$ cat src/rtl/accel_readout_pkg.sv
// constants and carrier types for the acceleration readout registers
// assumes one 100 MHz clock shared with the serial register engine
`default_nettype none
package accel_readout_pkg;
  // register offsets on the serial register port
  localparam logic [7:0] X_LOW_OFF = 8'h02;
  localparam logic [7:0] X_HIGH_OFF = 8'h03;
  localparam logic [7:0] Y_LOW_OFF = 8'h04;
  localparam logic [7:0] Y_HIGH_OFF = 8'h05;
  localparam logic [7:0] Z_LOW_OFF = 8'h06;
  localparam logic [7:0] Z_HIGH_OFF = 8'h07;
  // geometry of the data registers
  localparam int AXIS_CNT = 3;
  localparam int ACC_W = 12;
  localparam int LOW_DATA_LSB = 4;
  localparam int FLAG_BIT = 0;
  // value driven on the undefined bits and on refused reads
  localparam logic [2:0] UNDEF_FILL = 3'h0;
  localparam logic [7:0] IDLE_READ = 8'h00;
  localparam logic [ACC_W-1:0] SAMPLE_RST = 12'h000;

  // one conversion result for all three axes
  typedef struct packed {
    logic [ACC_W-1:0] z;
    logic [ACC_W-1:0] y;
    logic [ACC_W-1:0] x;
  } accel_sample_t;
endpackage
`default_nettype wire

$ cat src/rtl/accel_data_readout_regs.sv
// six read-only acceleration data registers behind the serial register port
// assumes the serial engine gives one-cycle read and write strobes on ref_clk_i
`default_nettype none
// Summary of operation
// - after a low-byte read, that axis's high byte stays frozen until read
// - freeze only while shadow disable is low; otherwise no consistency
// - low register bits 7:4 carry sample bits 3:0
// - high register carries sample bits 11:4, bit 11 in bit 7
// - low register bits 3:1 carry no meaning; host ignores them
// - low register bit 0 shows an update since the last readout
// - data readable except at power-up and in deep suspend
// - all six registers are read-only; writes change nothing
module accel_data_readout_regs
  import accel_readout_pkg::*;
(
  // clock and reset
  input wire logic ref_clk_i,
  input wire logic sys_rst_i,
  // conversion results from the measurement path
  input wire logic sample_valid_i,
  input wire accel_sample_t sample_i,
  // control and power state
  input wire logic shadow_dis_i,
  input wire logic data_ready_i,
  // serial register port
  input wire logic [7:0] reg_addr_i,
  input wire logic reg_rd_i,
  input wire logic reg_wr_i,
  output logic [7:0] reg_rdata_o,
  output logic reg_rvalid_o
);
  logic [ACC_W-1:0] axis_sample [AXIS_CNT];
  logic [ACC_W-1:0] axis_live [AXIS_CNT];
  logic [7:0] axis_low [AXIS_CNT];
  logic [7:0] axis_high [AXIS_CNT];
  logic [AXIS_CNT-1:0] rd_low;
  logic [AXIS_CNT-1:0] rd_high;
  logic rd_take;
  logic hit;
  logic [7:0] sel_byte;
  logic [7:0] rdata_nxt;
  logic [7:0] rdata_r;
  logic rvalid_r;

  // reads are taken only when data may be served; writes are never taken
  assign rd_take = reg_rd_i && !reg_wr_i && data_ready_i;

  // address decode per axis
  assign axis_sample[0] = sample_i.x;
  assign axis_sample[1] = sample_i.y;
  assign axis_sample[2] = sample_i.z;
  assign rd_low[0] = rd_take && (reg_addr_i == X_LOW_OFF);
  assign rd_low[1] = rd_take && (reg_addr_i == Y_LOW_OFF);
  assign rd_low[2] = rd_take && (reg_addr_i == Z_LOW_OFF);
  assign rd_high[0] = rd_take && (reg_addr_i == X_HIGH_OFF);
  assign rd_high[1] = rd_take && (reg_addr_i == Y_HIGH_OFF);
  assign rd_high[2] = rd_take && (reg_addr_i == Z_HIGH_OFF);
  assign hit = |{rd_low, rd_high};

  // one shadow unit per axis
  for (genvar i = 0; i < AXIS_CNT; i++) begin : g_axis
    axis_shadow u_axis (
      .ref_clk_i(ref_clk_i),
      .sys_rst_i(sys_rst_i),
      .sample_valid_i(sample_valid_i),
      .sample_i(axis_sample[i]),
      .shadow_dis_i(shadow_dis_i),
      .rd_low_i(rd_low[i]),
      .rd_high_i(rd_high[i]),
      .low_byte_o(axis_low[i]),
      .high_byte_o(axis_high[i]),
      .live_o(axis_live[i])
    );
  end

  // read data select; unmapped or refused reads return zero
  assign sel_byte = rd_low[0] ? axis_low[0] :
                    rd_low[1] ? axis_low[1] :
                    rd_low[2] ? axis_low[2] :
                    rd_high[0] ? axis_high[0] :
                    rd_high[1] ? axis_high[1] :
                    axis_high[2];
  assign rdata_nxt = hit ? sel_byte : IDLE_READ;

  // read data register and answer strobe
  always_ff @(posedge ref_clk_i or posedge sys_rst_i) begin
    if (sys_rst_i) begin
      rdata_r <= IDLE_READ;
      rvalid_r <= 1'b0;
    end else begin
      rvalid_r <= reg_rd_i && !reg_wr_i;
      if (reg_rd_i && !reg_wr_i) begin
        rdata_r <= rdata_nxt;
      end
    end
  end

  assign reg_rdata_o = rdata_r;
  assign reg_rvalid_o = rvalid_r;

  // checks on layout and access
  chk_low_layout: assert property (@(posedge ref_clk_i) disable iff (sys_rst_i)
    rd_low[1] |=> (reg_rdata_o[7:4] == $past(axis_live[1][3:0])) && reg_rvalid_o)
    else $error("low byte layout wrong");
  chk_high_layout: assert property (@(posedge ref_clk_i) disable iff (sys_rst_i)
    (rd_high[2] && !$past(rd_low[2]) && !g_axis[2].u_axis.lock_r)
      |=> (reg_rdata_o == $past(axis_live[2][11:4])))
    else $error("high byte layout wrong");
  chk_undef_bits: assert property (@(posedge ref_clk_i) disable iff (sys_rst_i)
    (rd_low[0] || rd_low[2]) |=> (reg_rdata_o[3:1] == UNDEF_FILL))
    else $error("undefined bits not filled");
  chk_burst_match: assert property (@(posedge ref_clk_i) disable iff (sys_rst_i)
    (rd_low[0] && !shadow_dis_i) ##1 (rd_high[0] && !rd_low[0])
      |=> (reg_rdata_o == $past(axis_live[0][11:4], 2)))
    else $error("burst high byte does not match low byte");
  chk_refused_read: assert property (@(posedge ref_clk_i) disable iff (sys_rst_i)
    (reg_rd_i && !reg_wr_i && !data_ready_i) |=> (reg_rvalid_o && reg_rdata_o == IDLE_READ))
    else $error("read served while data not ready");
  chk_write_ignored: assert property (@(posedge ref_clk_i) disable iff (sys_rst_i)
    (reg_wr_i && !sample_valid_i) |=> (axis_live[0] == $past(axis_live[0]) && !reg_rvalid_o))
    else $error("write altered data registers");

  // answer strobe follows every taken or refused read by one cycle
  chk_rvalid_follows: assert property (@(posedge ref_clk_i) disable iff (sys_rst_i)
    (reg_rd_i && !reg_wr_i) |=> reg_rvalid_o)
    else $error("read not answered");

  // no answer without a read strobe, writes included
  chk_rvalid_quiet: assert property (@(posedge ref_clk_i) disable iff (sys_rst_i)
    !(reg_rd_i && !reg_wr_i) |=> !reg_rvalid_o)
    else $error("answer without read");

  // read data stands until the next read
  chk_rdata_stands: assert property (@(posedge ref_clk_i) disable iff (sys_rst_i)
    !(reg_rd_i && !reg_wr_i) |=> $stable(reg_rdata_o))
    else $error("read data moved without read");

  // unmapped addresses answer with the idle byte
  chk_unmapped_zero: assert property (@(posedge ref_clk_i) disable iff (sys_rst_i)
    (reg_rd_i && !reg_wr_i && !hit) |=> (reg_rdata_o == IDLE_READ))
    else $error("unmapped read not idle");

  // x low byte carries the sample's low nibble
  chk_low_layout_x: assert property (@(posedge ref_clk_i) disable iff (sys_rst_i)
    rd_low[0] |=> (reg_rdata_o[7:4] == $past(axis_live[0][3:0])))
    else $error("x low byte layout wrong");

  // z low byte carries the sample's low nibble
  chk_low_layout_z: assert property (@(posedge ref_clk_i) disable iff (sys_rst_i)
    rd_low[2] |=> (reg_rdata_o[7:4] == $past(axis_live[2][3:0])))
    else $error("z low byte layout wrong");

  // y undefined bits follow the fill value
  chk_undef_bits_y: assert property (@(posedge ref_clk_i) disable iff (sys_rst_i)
    rd_low[1] |=> (reg_rdata_o[3:1] == UNDEF_FILL))
    else $error("y undefined bits not filled");

  // x high byte shows the live sample when not frozen
  chk_high_open_x: assert property (@(posedge ref_clk_i) disable iff (sys_rst_i)
    (rd_high[0] && !g_axis[0].u_axis.lock_r) |=> (reg_rdata_o == $past(axis_live[0][11:4])))
    else $error("x high byte layout wrong");

  // y high byte shows the live sample when not frozen
  chk_high_open_y: assert property (@(posedge ref_clk_i) disable iff (sys_rst_i)
    (rd_high[1] && !g_axis[1].u_axis.lock_r) |=> (reg_rdata_o == $past(axis_live[1][11:4])))
    else $error("y high byte layout wrong");

  // new-data flag of x appears in bit zero
  chk_flag_shown_x: assert property (@(posedge ref_clk_i) disable iff (sys_rst_i)
    rd_low[0] |=> (reg_rdata_o[FLAG_BIT] == $past(g_axis[0].u_axis.flag_r)))
    else $error("x flag not shown");

  // new-data flag of y appears in bit zero
  chk_flag_shown_y: assert property (@(posedge ref_clk_i) disable iff (sys_rst_i)
    rd_low[1] |=> (reg_rdata_o[FLAG_BIT] == $past(g_axis[1].u_axis.flag_r)))
    else $error("y flag not shown");

  // new-data flag of z appears in bit zero
  chk_flag_shown_z: assert property (@(posedge ref_clk_i) disable iff (sys_rst_i)
    rd_low[2] |=> (reg_rdata_o[FLAG_BIT] == $past(g_axis[2].u_axis.flag_r)))
    else $error("z flag not shown");

  // y burst returns the high byte that matches the low byte
  chk_burst_match_y: assert property (@(posedge ref_clk_i) disable iff (sys_rst_i)
    (rd_low[1] && !shadow_dis_i) ##1 (rd_high[1] && !rd_low[1])
      |=> (reg_rdata_o == $past(axis_live[1][11:4], 2)))
    else $error("y burst high byte does not match");

  // z burst returns the high byte that matches the low byte
  chk_burst_match_z: assert property (@(posedge ref_clk_i) disable iff (sys_rst_i)
    (rd_low[2] && !shadow_dis_i) ##1 (rd_high[2] && !rd_low[2])
      |=> (reg_rdata_o == $past(axis_live[2][11:4], 2)))
    else $error("z burst high byte does not match");

  // refused reads and writes leave the x flag alone
  chk_refused_flag_x: assert property (@(posedge ref_clk_i) disable iff (sys_rst_i)
    ((!data_ready_i || reg_wr_i) && !sample_valid_i) |=> $stable(g_axis[0].u_axis.flag_r))
    else $error("x flag touched by refused access");

  // refused reads and writes leave the y flag alone
  chk_refused_flag_y: assert property (@(posedge ref_clk_i) disable iff (sys_rst_i)
    ((!data_ready_i || reg_wr_i) && !sample_valid_i) |=> $stable(g_axis[1].u_axis.flag_r))
    else $error("y flag touched by refused access");

  // refused reads and writes leave the z flag alone
  chk_refused_flag_z: assert property (@(posedge ref_clk_i) disable iff (sys_rst_i)
    ((!data_ready_i || reg_wr_i) && !sample_valid_i) |=> $stable(g_axis[2].u_axis.flag_r))
    else $error("z flag touched by refused access");

  // writes never alter the y sample
  chk_write_keeps_y: assert property (@(posedge ref_clk_i) disable iff (sys_rst_i)
    (reg_wr_i && !sample_valid_i) |=> (axis_live[1] == $past(axis_live[1])))
    else $error("write altered y data");

  // writes never alter the z sample
  chk_write_keeps_z: assert property (@(posedge ref_clk_i) disable iff (sys_rst_i)
    (reg_wr_i && !sample_valid_i) |=> (axis_live[2] == $past(axis_live[2])))
    else $error("write altered z data");

  // writes never disturb a pending x freeze
  chk_write_keeps_lock: assert property (@(posedge ref_clk_i) disable iff (sys_rst_i)
    (reg_wr_i && g_axis[0].u_axis.lock_r) |=> g_axis[0].u_axis.lock_r)
    else $error("write released x freeze");
endmodule
`default_nettype wire

$ cat src/rtl/axis_shadow.sv
// one axis: live sample, new-data flag and the high-byte freeze
// assumes read strobes are single-cycle pulses on the same clock
`default_nettype none
module axis_shadow
  import accel_readout_pkg::*;
(
  // clock and reset
  input wire logic ref_clk_i,
  input wire logic sys_rst_i,
  // conversion side
  input wire logic sample_valid_i,
  input wire logic [ACC_W-1:0] sample_i,
  input wire logic shadow_dis_i,
  // read side
  input wire logic rd_low_i,
  input wire logic rd_high_i,
  output logic [7:0] low_byte_o,
  output logic [7:0] high_byte_o,
  output logic [ACC_W-1:0] live_o
);
  logic [ACC_W-1:0] live_r;
  logic [7:0] held_r;
  logic lock_r;
  logic flag_r;
  logic lock_nxt;
  logic flag_nxt;

  // lock opens on low read, closes on high read; set wins over clear
  assign lock_nxt = (rd_low_i && !shadow_dis_i) ? 1'b1 : (rd_high_i ? 1'b0 : lock_r);
  assign flag_nxt = sample_valid_i ? 1'b1 : ((rd_low_i || rd_high_i) ? 1'b0 : flag_r);

  // live sample, frozen high byte and flags
  always_ff @(posedge ref_clk_i or posedge sys_rst_i) begin
    if (sys_rst_i) begin
      live_r <= SAMPLE_RST;
      held_r <= 8'h00;
      lock_r <= 1'b0;
      flag_r <= 1'b0;
    end else begin
      if (sample_valid_i) begin
        live_r <= sample_i;
      end
      if (rd_low_i && !shadow_dis_i) begin
        held_r <= live_r[ACC_W-1:LOW_DATA_LSB];
      end
      lock_r <= lock_nxt;
      flag_r <= flag_nxt;
    end
  end

  // byte views for the read mux
  assign low_byte_o = {live_r[LOW_DATA_LSB-1:0], UNDEF_FILL, flag_r};
  assign high_byte_o = lock_r ? held_r : live_r[ACC_W-1:LOW_DATA_LSB];
  assign live_o = live_r;

  // checks on freeze and flag
  chk_high_frozen: assert property (@(posedge ref_clk_i) disable iff (sys_rst_i)
    (lock_r && !rd_high_i && !rd_low_i) |=> (high_byte_o == $past(high_byte_o)))
    else $error("high byte moved while frozen");
  chk_freeze_needs_enable: assert property (@(posedge ref_clk_i) disable iff (sys_rst_i)
    (!lock_r && rd_low_i && shadow_dis_i) |=> !lock_r)
    else $error("freeze applied with shadowing disabled");
  chk_freeze_starts: assert property (@(posedge ref_clk_i) disable iff (sys_rst_i)
    (rd_low_i && !shadow_dis_i && !sample_valid_i) ##1 (!rd_high_i && sample_valid_i)
      |=> (high_byte_o == $past(held_r, 1)) && lock_r)
    else $error("freeze did not start on low read");
  chk_flag_sets: assert property (@(posedge ref_clk_i) disable iff (sys_rst_i)
    sample_valid_i |=> (flag_r && live_r == $past(sample_i)))
    else $error("new sample not flagged");
  chk_flag_clears: assert property (@(posedge ref_clk_i) disable iff (sys_rst_i)
    ((rd_low_i || rd_high_i) && !sample_valid_i) |=> !low_byte_o[FLAG_BIT])
    else $error("flag not cleared by readout");
endmodule
`default_nettype wire

$ cat config.mk
export PLATFORM = sky130hd
export DESIGN_NAME = accel_data_readout_regs
export DESIGN_NICKNAME = d
export VERILOG_FILES = /design/src/rtl/accel_readout_pkg.sv /design/src/rtl/accel_data_readout_regs.sv /design/src/rtl/axis_shadow.sv
export SDC_FILE = /design/constraint.sdc
export NUM_CORES = 1
export LEC_CHECK = 0
export ABC_AREA = 1
export BUFFER_PORTS_ARGS = -buffer_cell sky130_fd_sc_hd__buf_2
export CELL_PAD_IN_SITES_DETAIL_PLACEMENT = 1
export CELL_PAD_IN_SITES_GLOBAL_PLACEMENT = 1
export CORE_MARGIN = 5
export CORE_UTILIZATION = 45
export CTS_BUF_LIST = sky130_fd_sc_hd__clkbuf_4 sky130_fd_sc_hd__clkbuf_8 sky130_fd_sc_hd__clkbuf_16
export CTS_CLUSTER_DIAMETER = 40
export DETAILED_ROUTE_END_ITERATION = 7
export PLACE_DENSITY_LB_ADDON = 0.25
export SLEW_MARGIN = 20
export SYNTH_ARGS = -nofsm -noshare
export SYNTH_HDL_FRONTEND = slang
export SYNTH_HIERARCHICAL = 1
export SYNTH_SLANG_ARGS = --single-unit
$ cat constraint.sdc
create_clock -name ref_clk_i -period 3.18 [get_ports ref_clk_i]
set_input_delay 0.159 -clock ref_clk_i [delete_from_list [all_inputs] [get_ports ref_clk_i]]
set_output_delay 0.159 -clock ref_clk_i [all_outputs]
set_load 0.03 [all_outputs]
==> qor.csv, run 1 <==
metric,value,unit
drive_gt1_share,18.72,%
grt.overflow.total,0,
synth.most_common_cell,nand2_1,
final_net_count,671,
worst-path-stages,11,
path_clk_slew,0.08,ns
cts_made_buffers,9,
cts_max_level,3,
io_pins,60,
grt_max_degree,64,
cp_slowest_cell,dfrtp_1,
root_buffer,clkbuf_8,
viasPerCell,4.815,
cp_slowest_stage_delay,0.63,ns
drv_cap,0,
fin_crit_sh,50.68,%
crit_path_frequent_cell,nand2_1,
path_cells,o21ai_0 > inv_1 > nand3_1 > nand2_1 > inv_1 > nand2_1 > nand2_1 > nand2_1 > nand2_1 > nand2_1 > nand2_1,
die_w,105.7,um
yosys_warnings,6,
slew_viol_final,0,
synth_edf_count,0,
cp-end-kind,flop,
synthTopCellsByArea,"dfrtp_1, nand2_1, o21ai_0",
antenna_found_initial,0,
yosys.area.top_type,dfrtp_1,
power.density,417.2,nW/um^2
synth_top_cells_by_count,"nand2_1, dfrtp_1, o21ai_0",
cts_num_sinks,75,
rsz0062_at_grt,no,
drtIter0Drc,154,
insertion_delay,0.34,ns
grt_pass1_vias,3762,
setup.worst_path.end,reg_rdata_o[5]$_DFFE_PP0N_,
ctsResizeCount,0,
dieArea,11170,sq um
routed-via-count,3544,
drc,0,
arrival,1.85,ns
diodes,0,
yosysSeqAreaShare,45.57,%
power_leakage,0.002645,uW
cp-startpoint,g_axis[0].u_axis/lock_r$_DFFE_PP0P_,
ir_worst_vdd,0.0002220,V
worstPathRequired,3.41,ns
ys_ff_latch,75,
avgSynthCellArea,7.239,sq um
area_growth,12.24,%
min_period,1.612,ns
path_buf_inv,2,
netlist_instances,569,
skew,0.007541,ns
reg2reg_depth,11,
setup_viol,0,
synth_top_area_share,45.57,%
hold_viol,0,
initial_core_util,45.44,%
port_buffers,59,
core_area,9065,sq um
num_rows,35,
post-cts-setup-buffers,0,
cp_top_family,flip-flops,
timing.rr.start,g_axis[0].u_axis/lock_r$_DFFE_PP0P_,
wirelength,10.10,mm
outcome,completed,
holdCritPathClass,input port to flop,
crit_path_max_fanout,17,
ant_nets,0,
post_drt_wl_per_cell,13.72,um
syn_area,4119,sq um
yosysUniqueCellTypes,26,
slew_headroom,34.83,%
stdcell_count,736,
cts_buffer_depth,2,
worst-slew-pin-transition,0.9776,ns
grt_pass1_wl,18.03,mm
gp_congestion,0.8049,
die_height,105.7,um
criticalPathCategory,flop to flop,
dr.pass1.iters,4,
placed_cells,707,
cts_tree,yes,
async_reset_ff_share,100.0,%
detailed_place_hpwl,7.491,mm
r2r_end,reg_rdata_o[5]$_DFFE_PP0N_,
rrSetupSlack,1.57,ns
hold_buffers,13,
max_freq,0.6205,GHz
tns,0,ns
worst_setup_path_start_kind,flop,
grtUsageTotal,19.86,%
ys.flop_type,dfrtp_1,
[registers in the layout, indices dropped and copies added, names as in the netlist]
signal / cells
g_axis.u_axis/live_o: 36
g_axis.u_axis/held_r: 24
reg_rdata_o: 8
g_axis.u_axis/flag_r: 3
g_axis.u_axis/lock_r: 3
reg_rvalid_o: 1
[metrics by stage]
stage          utilization (%)  cell area (sq um)  power, uW  hold WS, ns  setup slack, ns
2_1_floorplan                -               4141       1161     -0.01308            1.885
3_3_place_gp             47.38               4295       1200       0.2018            1.380
3_5_place_dp             47.38               4295       1208       0.2039            1.261
4_1_cts                  51.00               4623       1971    0.0003364            1.567
5_1_grt                  51.00               4623       2035      0.02495            1.348
6_report                 51.00               4623       1929      0.02318            1.568
[report_power, final]
| part | switching (uW) | total [uW] | internal (uW) | leakage [uW] |
|---|---|---|---|---|
| clock network | 359 | 730 | 371 | 0.0000919 |
| logic | 109 | 171 | 62.3 | 0.00160 |
| registers | 29.7 | 1030 | 998 | 0.000950 |
[routing by layer]
| layer | part of all wire, % | track usage (%) | wire length (um) | up-vias |
|---|---|---|---|---|
| met5 | 0 | 0 | 0 | - |
| met4 | 0.40 | 5.273 | 40 | 0 |
| met3 | 3.1 | 2.633 | 312 | 2 |
| met2 | 50 | 34.47 | 5069 | 57 |
| met1 | 46 | 26.09 | 4672 | 1674 |
| li1 | - | - | - | 1811 |
[worst reg2reg max path, cell delays in order (launching register included)]
cell     delay (ns)
dfrtp_1        0.63
o21ai_0        0.20
inv_1          0.09
nand3_1        0.08
nand2_1        0.09
inv_1          0.04
nand2_1        0.06
nand2_1        0.05
nand2_1        0.09
nand2_1        0.06
nand2_1        0.07
nand2_1        0.04
[worst min-delay path by stage]
| stage | from | endpoint | cells after the start |
|---|---|---|---|
| 2_1_floorplan | sys_rst_i | reg_rdata_o[0]$_DFFE_PP0N_ | 1 |
| 3_3_place_gp | sys_rst_i | reg_rdata_o[3]$_DFFE_PP0N_ | 2 |
| 3_5_place_dp | sys_rst_i | reg_rdata_o[4]$_DFFE_PP0N_ | 2 |
| 4_1_cts | sample_i[16] | g_axis[1].u_axis/live_o[4]$_DFFE_PP0P_ | 3 |
| 5_1_grt | sample_i[5] | g_axis[0].u_axis/live_o[5]$_DFFE_PP0P_ | 3 |
| 6_report | sample_i[8] | g_axis[0].u_axis/live_o[8]$_DFFE_PP0P_ | 3 |
[area by class of cell]
cell class                 count  area (sq um)
clock buffer                  10         131.4
clock inverter                 6         66.31
fill                        1205          4442
inverter                      78         294.0
multi-input combinational    383          1683
sequential                    75          1877
tap                          111         138.9
timing repair buffer          73         432.9
[cell usage in the layout, fill, tap and decap left out, drive strengths merged]
cell,instances
nand2,251
inv,76
dfrtp,75
o21ai,67
buf,60
nand3,39
dlygate4sd3,13
nor2,11
clkbuf,10
conb,9
clkinv,4
clkinvlp,3
nor3,2
or2,2
nand4,1
nor4,1
bufinv,1
[cells by family after synthesis]
family | after synthesis | synth area share (%)
compound gates | 67 | 8.323
simple gates | 307 | 31.71
buf+inv | 117 | 14.12
other cells | 3 | 0.2734
flops | 75 | 45.57
No activity file was read; power rests on OpenSTA's default activity.
==> run 2: changes to the inputs <==
- ABC_AREA: 1 -> 0
- CORE_UTILIZATION: 45 -> 42
- clock period: 3.18 -> 1.35 ns (I/O delays scaled with it)
==> qor.csv, run 2 <==
metric,value,unit,change
synth_top_area_share,45.55,%,was 45.57%
antenna_found_initial,0,,unchanged
grt_max_degree,40,,was 64
rsz0062_at_grt,yes,,was no
ys_ff_latch,75,,unchanged
routed-via-count,2944,,was 3544
insertion_delay,0.35,ns,was 0.34 ns
ir_worst_vdd,0.0006235,V,was 0.0002220 V
crit_path_frequent_cell,mux2_4,,was nand2_1
cp_slowest_cell,dfrtp_2,,was dfrtp_1
die_w,109.0,um,was 105.7 um
setup_slack,-0.2610,ns,was 1.568 ns
yosysSeqAreaShare,45.55,%,was 45.57%
area_growth,34.16,%,was 12.24%
final_cell_mix,"dfrtp_1, buf_2, mux2_2, buf_4",,"was nand2_1, dfrtp_1, buf_2, o21ai_0, inv_1"
io_pins,60,,unchanged
diodes,0,,unchanged
grtUsageTotal,18.34,%,was 19.86%
cts_num_sinks,75,,unchanged
outcome,finished with violations,,was completed
yosysUniqueCellTypes,38,,was 26
cts_tree,yes,,unchanged
wirelength,10.23,mm,was 10.10 mm
holdCritPathClass,input port to flop,,unchanged
max_freq,0.6208,GHz,was 0.6205 GHz
cp-end-kind,flop,,unchanged
drtIter0Drc,100,,was 154
postPlaceCellArea,4783,sq um,was 4295 sq um
placed_cells,534,,was 707
grt_pass1_vias,3224,,was 3762
arrival,1.84,ns,was 1.85 ns
cts_buffer_depth,2,,unchanged
synth.most_common_cell,dfrtp_1,,was nand2_1
finalPower,5189,uW,was 1929 uW
syn_area,4120,sq um,was 4119 sq um
slew_viol_final,0,,unchanged
yosys_warnings,6,,unchanged
final_net_count,506,,was 671
largest_register_ffs,36,,unchanged
crit_path_max_fanout,8,,was 17
cts_max_level,3,,unchanged
netlist_instances,333,,was 569
root_buffer,clkbuf_8,,unchanged
post-place-ws,-0.4589,ns,was 1.261 ns
power_leakage,0.002555,uW,was 0.002645 uW
dr.pass1.iters,4,,unchanged
detailed_place_hpwl,7.246,mm,was 7.491 mm
mostFrequentLayoutCell,dfrtp_1,,was nand2_1
path_cells,mux2_4 > mux2_4 > nand2_2 > a221oi_2 > a221o_1,,was o21ai_0 > inv_1 > nand3_1 > nand2_1 > inv_1 > nand2_1 > nand2_1 > nand2_1 > nand2_1 > nand2_1 > nand2_1
hp-start,reg_rd_i,,was sample_i[8]
synth_edf_count,0,,unchanged
min_period,1.611,ns,was 1.612 ns
worst_setup_path_start_kind,flop,,unchanged
path_clk_slew,0.08,ns,about the same
worstPathRequired,1.58,ns,was 3.41 ns
timing.rr.start,g_axis[0].u_axis/lock_r$_DFFE_PP0P_,,unchanged
drc,0,,unchanged
drive_gt1_share,56.09,%,was 18.72%
cp-startpoint,g_axis[0].u_axis/lock_r$_DFFE_PP0P_,,unchanged
cp_slowest_stage_delay,0.51,ns,was 0.63 ns
viasPerCell,4.965,,was 4.815
yosys.area.top_type,dfrtp_1,,unchanged
skew,0.01200,ns,was 0.007541 ns
fin_crit_sh,119.3,%,was 50.68%
avgSynthCellArea,12.37,sq um,was 7.239 sq um
grt_pass1_wl,16.63,mm,was 18.03 mm
hold_viol,0,,unchanged
core_area,9684,sq um,was 9065 sq um
violations,negative setup slack,,
synthTopCellsByArea,"dfrtp_1, mux2_2, mux2_4",,"was dfrtp_1, nand2_1, o21ai_0"
criticalPathCategory,flop to flop,,unchanged
async_reset_ff_share,100.0,%,unchanged
post_drt_wl_per_cell,17.25,um,was 13.72 um
path_buf_inv,0,,was 2
num_rows,36,,was 35
cp_top_family,multiplexers,,was flip-flops
setup_viol,16,,was 0
drv_cap,0,,unchanged
gp_congestion,0.8397,,was 0.8049
port_buffers,59,,unchanged
initial_core_util,42.55,%,was 45.44%
ys.flop_type,dfrtp_1,,unchanged
grt.overflow.total,0,,unchanged
synth_top_cells_by_count,"dfrtp_1, mux2_2, o21ai_0",,"was nand2_1, dfrtp_1, o21ai_0"
cts_made_buffers,9,,unchanged
final_area,5528,sq um,was 4623 sq um
die_height,109.0,um,was 105.7 um
power.density,938.6,nW/um^2,was 417.2 nW/um^2
stdcell_count,593,,was 736
dieArea,11890,sq um,was 11170 sq um
ant_nets,0,,unchanged
run 2: changes by cell type in the layout (fill, tap and decap cells not counted), sizes merged, moves of 24 or more:
cell	change
nand3	-38
buf	+52
dlygate4sd3	+24
inv	-64
nand2	-235
mux2	+92
o21ai	-37
run 2: cells by family after synthesis:
group	Yosys count	share of synthesized area, %
multiplexers	92	27.33
flip-flops	75	45.55
AO/OA/AOI/OAI	62	11.11
buffers and inverters	57	9.232
AND/OR/NAND/NOR	44	6.499
other	3	0.2733
run 2: final cells by class:
class	instances	area, sq um
fillers	1011	4156
multi-input cells	207	2032
flip-flops and latches	75	1881
repair buffers	150	1187
well taps	133	166.4
clock buffers	9	123.9
clock inverters	7	92.59
inverters	12	45.04
run 2: metal layers:
| metal | vias to the layer above | global-route usage (%) | routed length [um] |
|---|---|---|---|
| met5 | - | 0 | 0 |
| met4 | 0 | 4.328 | 79 |
| met3 | 7 | 3.316 | 308 |
| met2 | 54 | 32.94 | 5378 |
| met1 | 1482 | 22.75 | 4466 |
| li1 | 1401 | - | - |
run 2: stage by stage:
step                      hold WS, ns  util [%]  TNS [ns]
after global routing         0.005500     57.08    -2.729
after global placement        0.07716     49.39    -14.33
final                         0.01019     57.08    -1.952
after detailed placement      0.07929     49.39    -15.60
after CTS                    0.003049     56.72    -1.836
after floorplan               -0.1046         -    -6.571
run 2: worst paths after layout:
path | cells past startpoint | end | slack [ns]
max | 5 | reg_rdata_o[4]$_DFFE_PP0N_ | -0.26
min | 3 | reg_rvalid_o$_DFF_PP0_ | 0.01
max reg2reg | 5 | reg_rdata_o[4]$_DFFE_PP0N_ | -0.26
min reg2reg | 1 | g_axis[1].u_axis/held_r[5]$_DFFE_PP0P_ | 0.52
max in group asynchronous | 4 | g_axis[0].u_axis/lock_r$_DFFE_PP0P_ | 0.56
min in group asynchronous | 3 | g_axis[0].u_axis/held_r[1]$_DFFE_PP0P_ | 0.28
run 2: worst reg2reg max path: cells and delay by family, from the launching register on:
kind	cells	cell delay (ns)
and+or+nand+nor	1	0.06
AOI/OAI and AO/OA	2	0.33
DFF	1	0.51
muxes	2	0.60
run 2: report_power, final:
group / switching (uW) / leakage [uW] / internal [uW]
Sequential: 93.2 / 0.000943 / 2360
Combinational: 367 / 0.00150 / 477
Clock: 849 / 0.000113 / 1040
run 2: timing repair:
item	4_1_cts	5_1_grt
pin swaps	8	0
buffers inserted	3	2
resized for setup	14	5
hold buffers	37	0
endpoints found under the setup margin	38	17
hold endpoints to repair	97	0
gates cloned	1	0
==> run 3: changes to the inputs <==
- CORE_UTILIZATION: 42 -> 46
- clock period: 1.35 -> 1.55 ns (I/O delays scaled with it)
==> qor.csv, run 3 (synthesis gave the netlist of run 2 again) <==
metric,value,unit,change
grt_pass1_wl,16.99,mm,was 16.63 mm
hold_viol,0,,unchanged
postPlaceCellArea,4479,sq um,was 4783 sq um
cp-startpoint,g_axis[0].u_axis/lock_r$_DFFE_PP0P_,,unchanged
worst_setup_path_start_kind,flop,,unchanged
wirelength,10.18,mm,was 10.23 mm
largest_register_ffs,36,,unchanged
detailed_place_hpwl,7.093,mm,was 7.246 mm
io_pins,60,,unchanged
drive_gt1_share,52.46,%,was 56.09%
drc,0,,unchanged
skew,0.008664,ns,was 0.01200 ns
rsz0062_at_grt,yes,,unchanged
cts_buffer_depth,2,,unchanged
antenna_found_initial,0,,unchanged
worstPathRequired,1.79,ns,was 1.58 ns
final_area,5194,sq um,was 5528 sq um
port_buffers,59,,unchanged
hp-start,reg_rd_i,,unchanged
dr.pass1.iters,4,,unchanged
cts_num_sinks,75,,unchanged
gp_congestion,0.8534,,was 0.8397
setup_viol,7,,was 16
setup_slack,-0.09841,ns,was -0.2610 ns
ant_nets,0,,unchanged
max_freq,0.6066,GHz,was 0.6208 GHz
holdCritPathClass,input port to flop,,unchanged
path_clk_slew,0.08,ns,about the same
timing.rr.start,g_axis[0].u_axis/lock_r$_DFFE_PP0P_,,unchanged
viasPerCell,5.299,,was 4.965
grt.overflow.total,0,,unchanged
ir_worst_vdd,0.0004360,V,was 0.0006235 V
die_height,104.6,um,was 109.0 um
power_leakage,0.002365,uW,was 0.002555 uW
cts_made_buffers,9,,unchanged
min_period,1.648,ns,was 1.611 ns
area_growth,26.06,%,was 34.16%
dieArea,10950,sq um,was 11890 sq um
core_area,8721,sq um,was 9684 sq um
cts_tree,yes,,unchanged
post_drt_wl_per_cell,19.04,um,was 17.25 um
diodes,0,,unchanged
cts_max_level,3,,unchanged
initial_core_util,47.25,%,was 42.55%
routed-via-count,2835,,was 2944
grt_pass1_vias,3175,,was 3224
n_fill_cell,884,,was 1011
grt_max_degree,40,,unchanged
post-place-ws,-0.2236,ns,was -0.4589 ns
rrSetupSlack,-0.1,ns,was -0.26 ns
slew_viol_final,0,,unchanged
mostFrequentLayoutCell,dfrtp_1,,unchanged
grtUsageTotal,19.48,%,was 18.34%
fin_crit_sh,106.3,%,was 119.3%
crit_path_max_fanout,7,,was 8
drv_cap,0,,unchanged
cp-end-kind,flop,,unchanged
holdWs,0.007766,ns,was 0.01019 ns
root_buffer,clkbuf_8,,unchanged
final_cell_mix,"dfrtp_1, buf_2, mux2_2, mux2_4, dlygate4sd3_1",,"was dfrtp_1, buf_2, mux2_2, buf_4"
power.density,842.5,nW/um^2,was 938.6 nW/um^2
outcome,finished with violations,,unchanged
final_net_count,474,,was 506
num_rows,34,,was 36
arrival,1.89,ns,was 1.84 ns
criticalPathCategory,flop to flop,,unchanged
drtIter0Drc,113,,was 100
die_w,104.6,um,was 109.0 um
violations,negative setup slack,,unchanged
insertion_delay,0.35,ns,about the same
run 3: cell count changes in the layout (fill, tap and decap cells not counted), sizes merged:
| cell | before | now |
|---|---|---|
| bufinv | 2 | 1 |
| clkinv | 5 | 1 |
| clkbuf | 9 | 11 |
| clkinvlp | 0 | 2 |
| bufbuf | 1 | 0 |
| buf | 112 | 81 |
run 3: metrics by stage:
step / std cells / setup TNS [ns] / utilization [%] / total power [uW]
after global placement: 482 / -4.860 / 51.36 / 2713
after floorplan: 339 / -0.6249 / - / 2576
after global routing: 535 / -0.9068 / 59.56 / 4561
after detailed placement: 482 / -6.416 / 51.36 / 2733
final: 535 / -0.6243 / 59.56 / 4376
after CTS: 535 / -0.4693 / 59.25 / 4404
run 3: worst paths after layout:
kind / to / depth (start not counted)
hold reg to reg: g_axis[2].u_axis/flag_r$_DFFE_PP0P_ / 1
setup reg to reg: reg_rdata_o[3]$_DFFE_PP0N_ / 5
hold / removal: reg_rvalid_o$_DFF_PP0_ / 3
max in group asynchronous: g_axis[1].u_axis/lock_r$_DFFE_PP0P_ / 4
setup / recovery: reg_rdata_o[3]$_DFFE_PP0N_ / 5
min in group asynchronous: g_axis[1].u_axis/live_o[0]$_DFFE_PP0P_ / 3
run 3: layout make-up:
type,count,area (sq um),share of cell area [%]
multi-input combinational,207,2047,39.41
sequential,75,1881,36.21
timing repair buffer,118,884.6,17.03
clock buffer,11,151.4,2.915
tap,108,135.1,2.602
clock inverter,4,50.05,0.9636
inverter,12,45.04,0.8673
run 3: where the power goes:
group          internal [uW]  switching [uW]  leakage [uW]
sequential              2060            88.9      0.000943
combinational            363             314       0.00132
clock                    820             730     0.0000974
total                   3240            1130       0.00237
run 3: what timing repair did:
action | in CTS | in global routing
setup buffers | 1 | 0
hold buffers | 37 | 0
pin swaps | 2 | 3
hold endpoints to repair | 111 | 0
gates resized for setup | 31 | 8
endpoints found under the setup margin | 7 | 8
run 3: metal layers:
| metal | GRT usage [%] | up-vias | share of wire, % |
|---|---|---|---|
| li1 | - | 1323 | - |
| met1 | 25.57 | 1436 | 45 |
| met2 | 32.71 | 67 | 49 |
| met3 | 4.316 | 9 | 4.4 |
| met4 | 5.114 | 0 | 1.3 |
| met5 | 0 | - | 0 |
run 3: worst max-delay path, stage by stage, from the launching register on:
cell	delay (ns)
dfrtp_2	0.52
mux2_4	0.32
mux2_4	0.27
nand2_2	0.09
a221oi_2	0.07
a221o_1	0.27
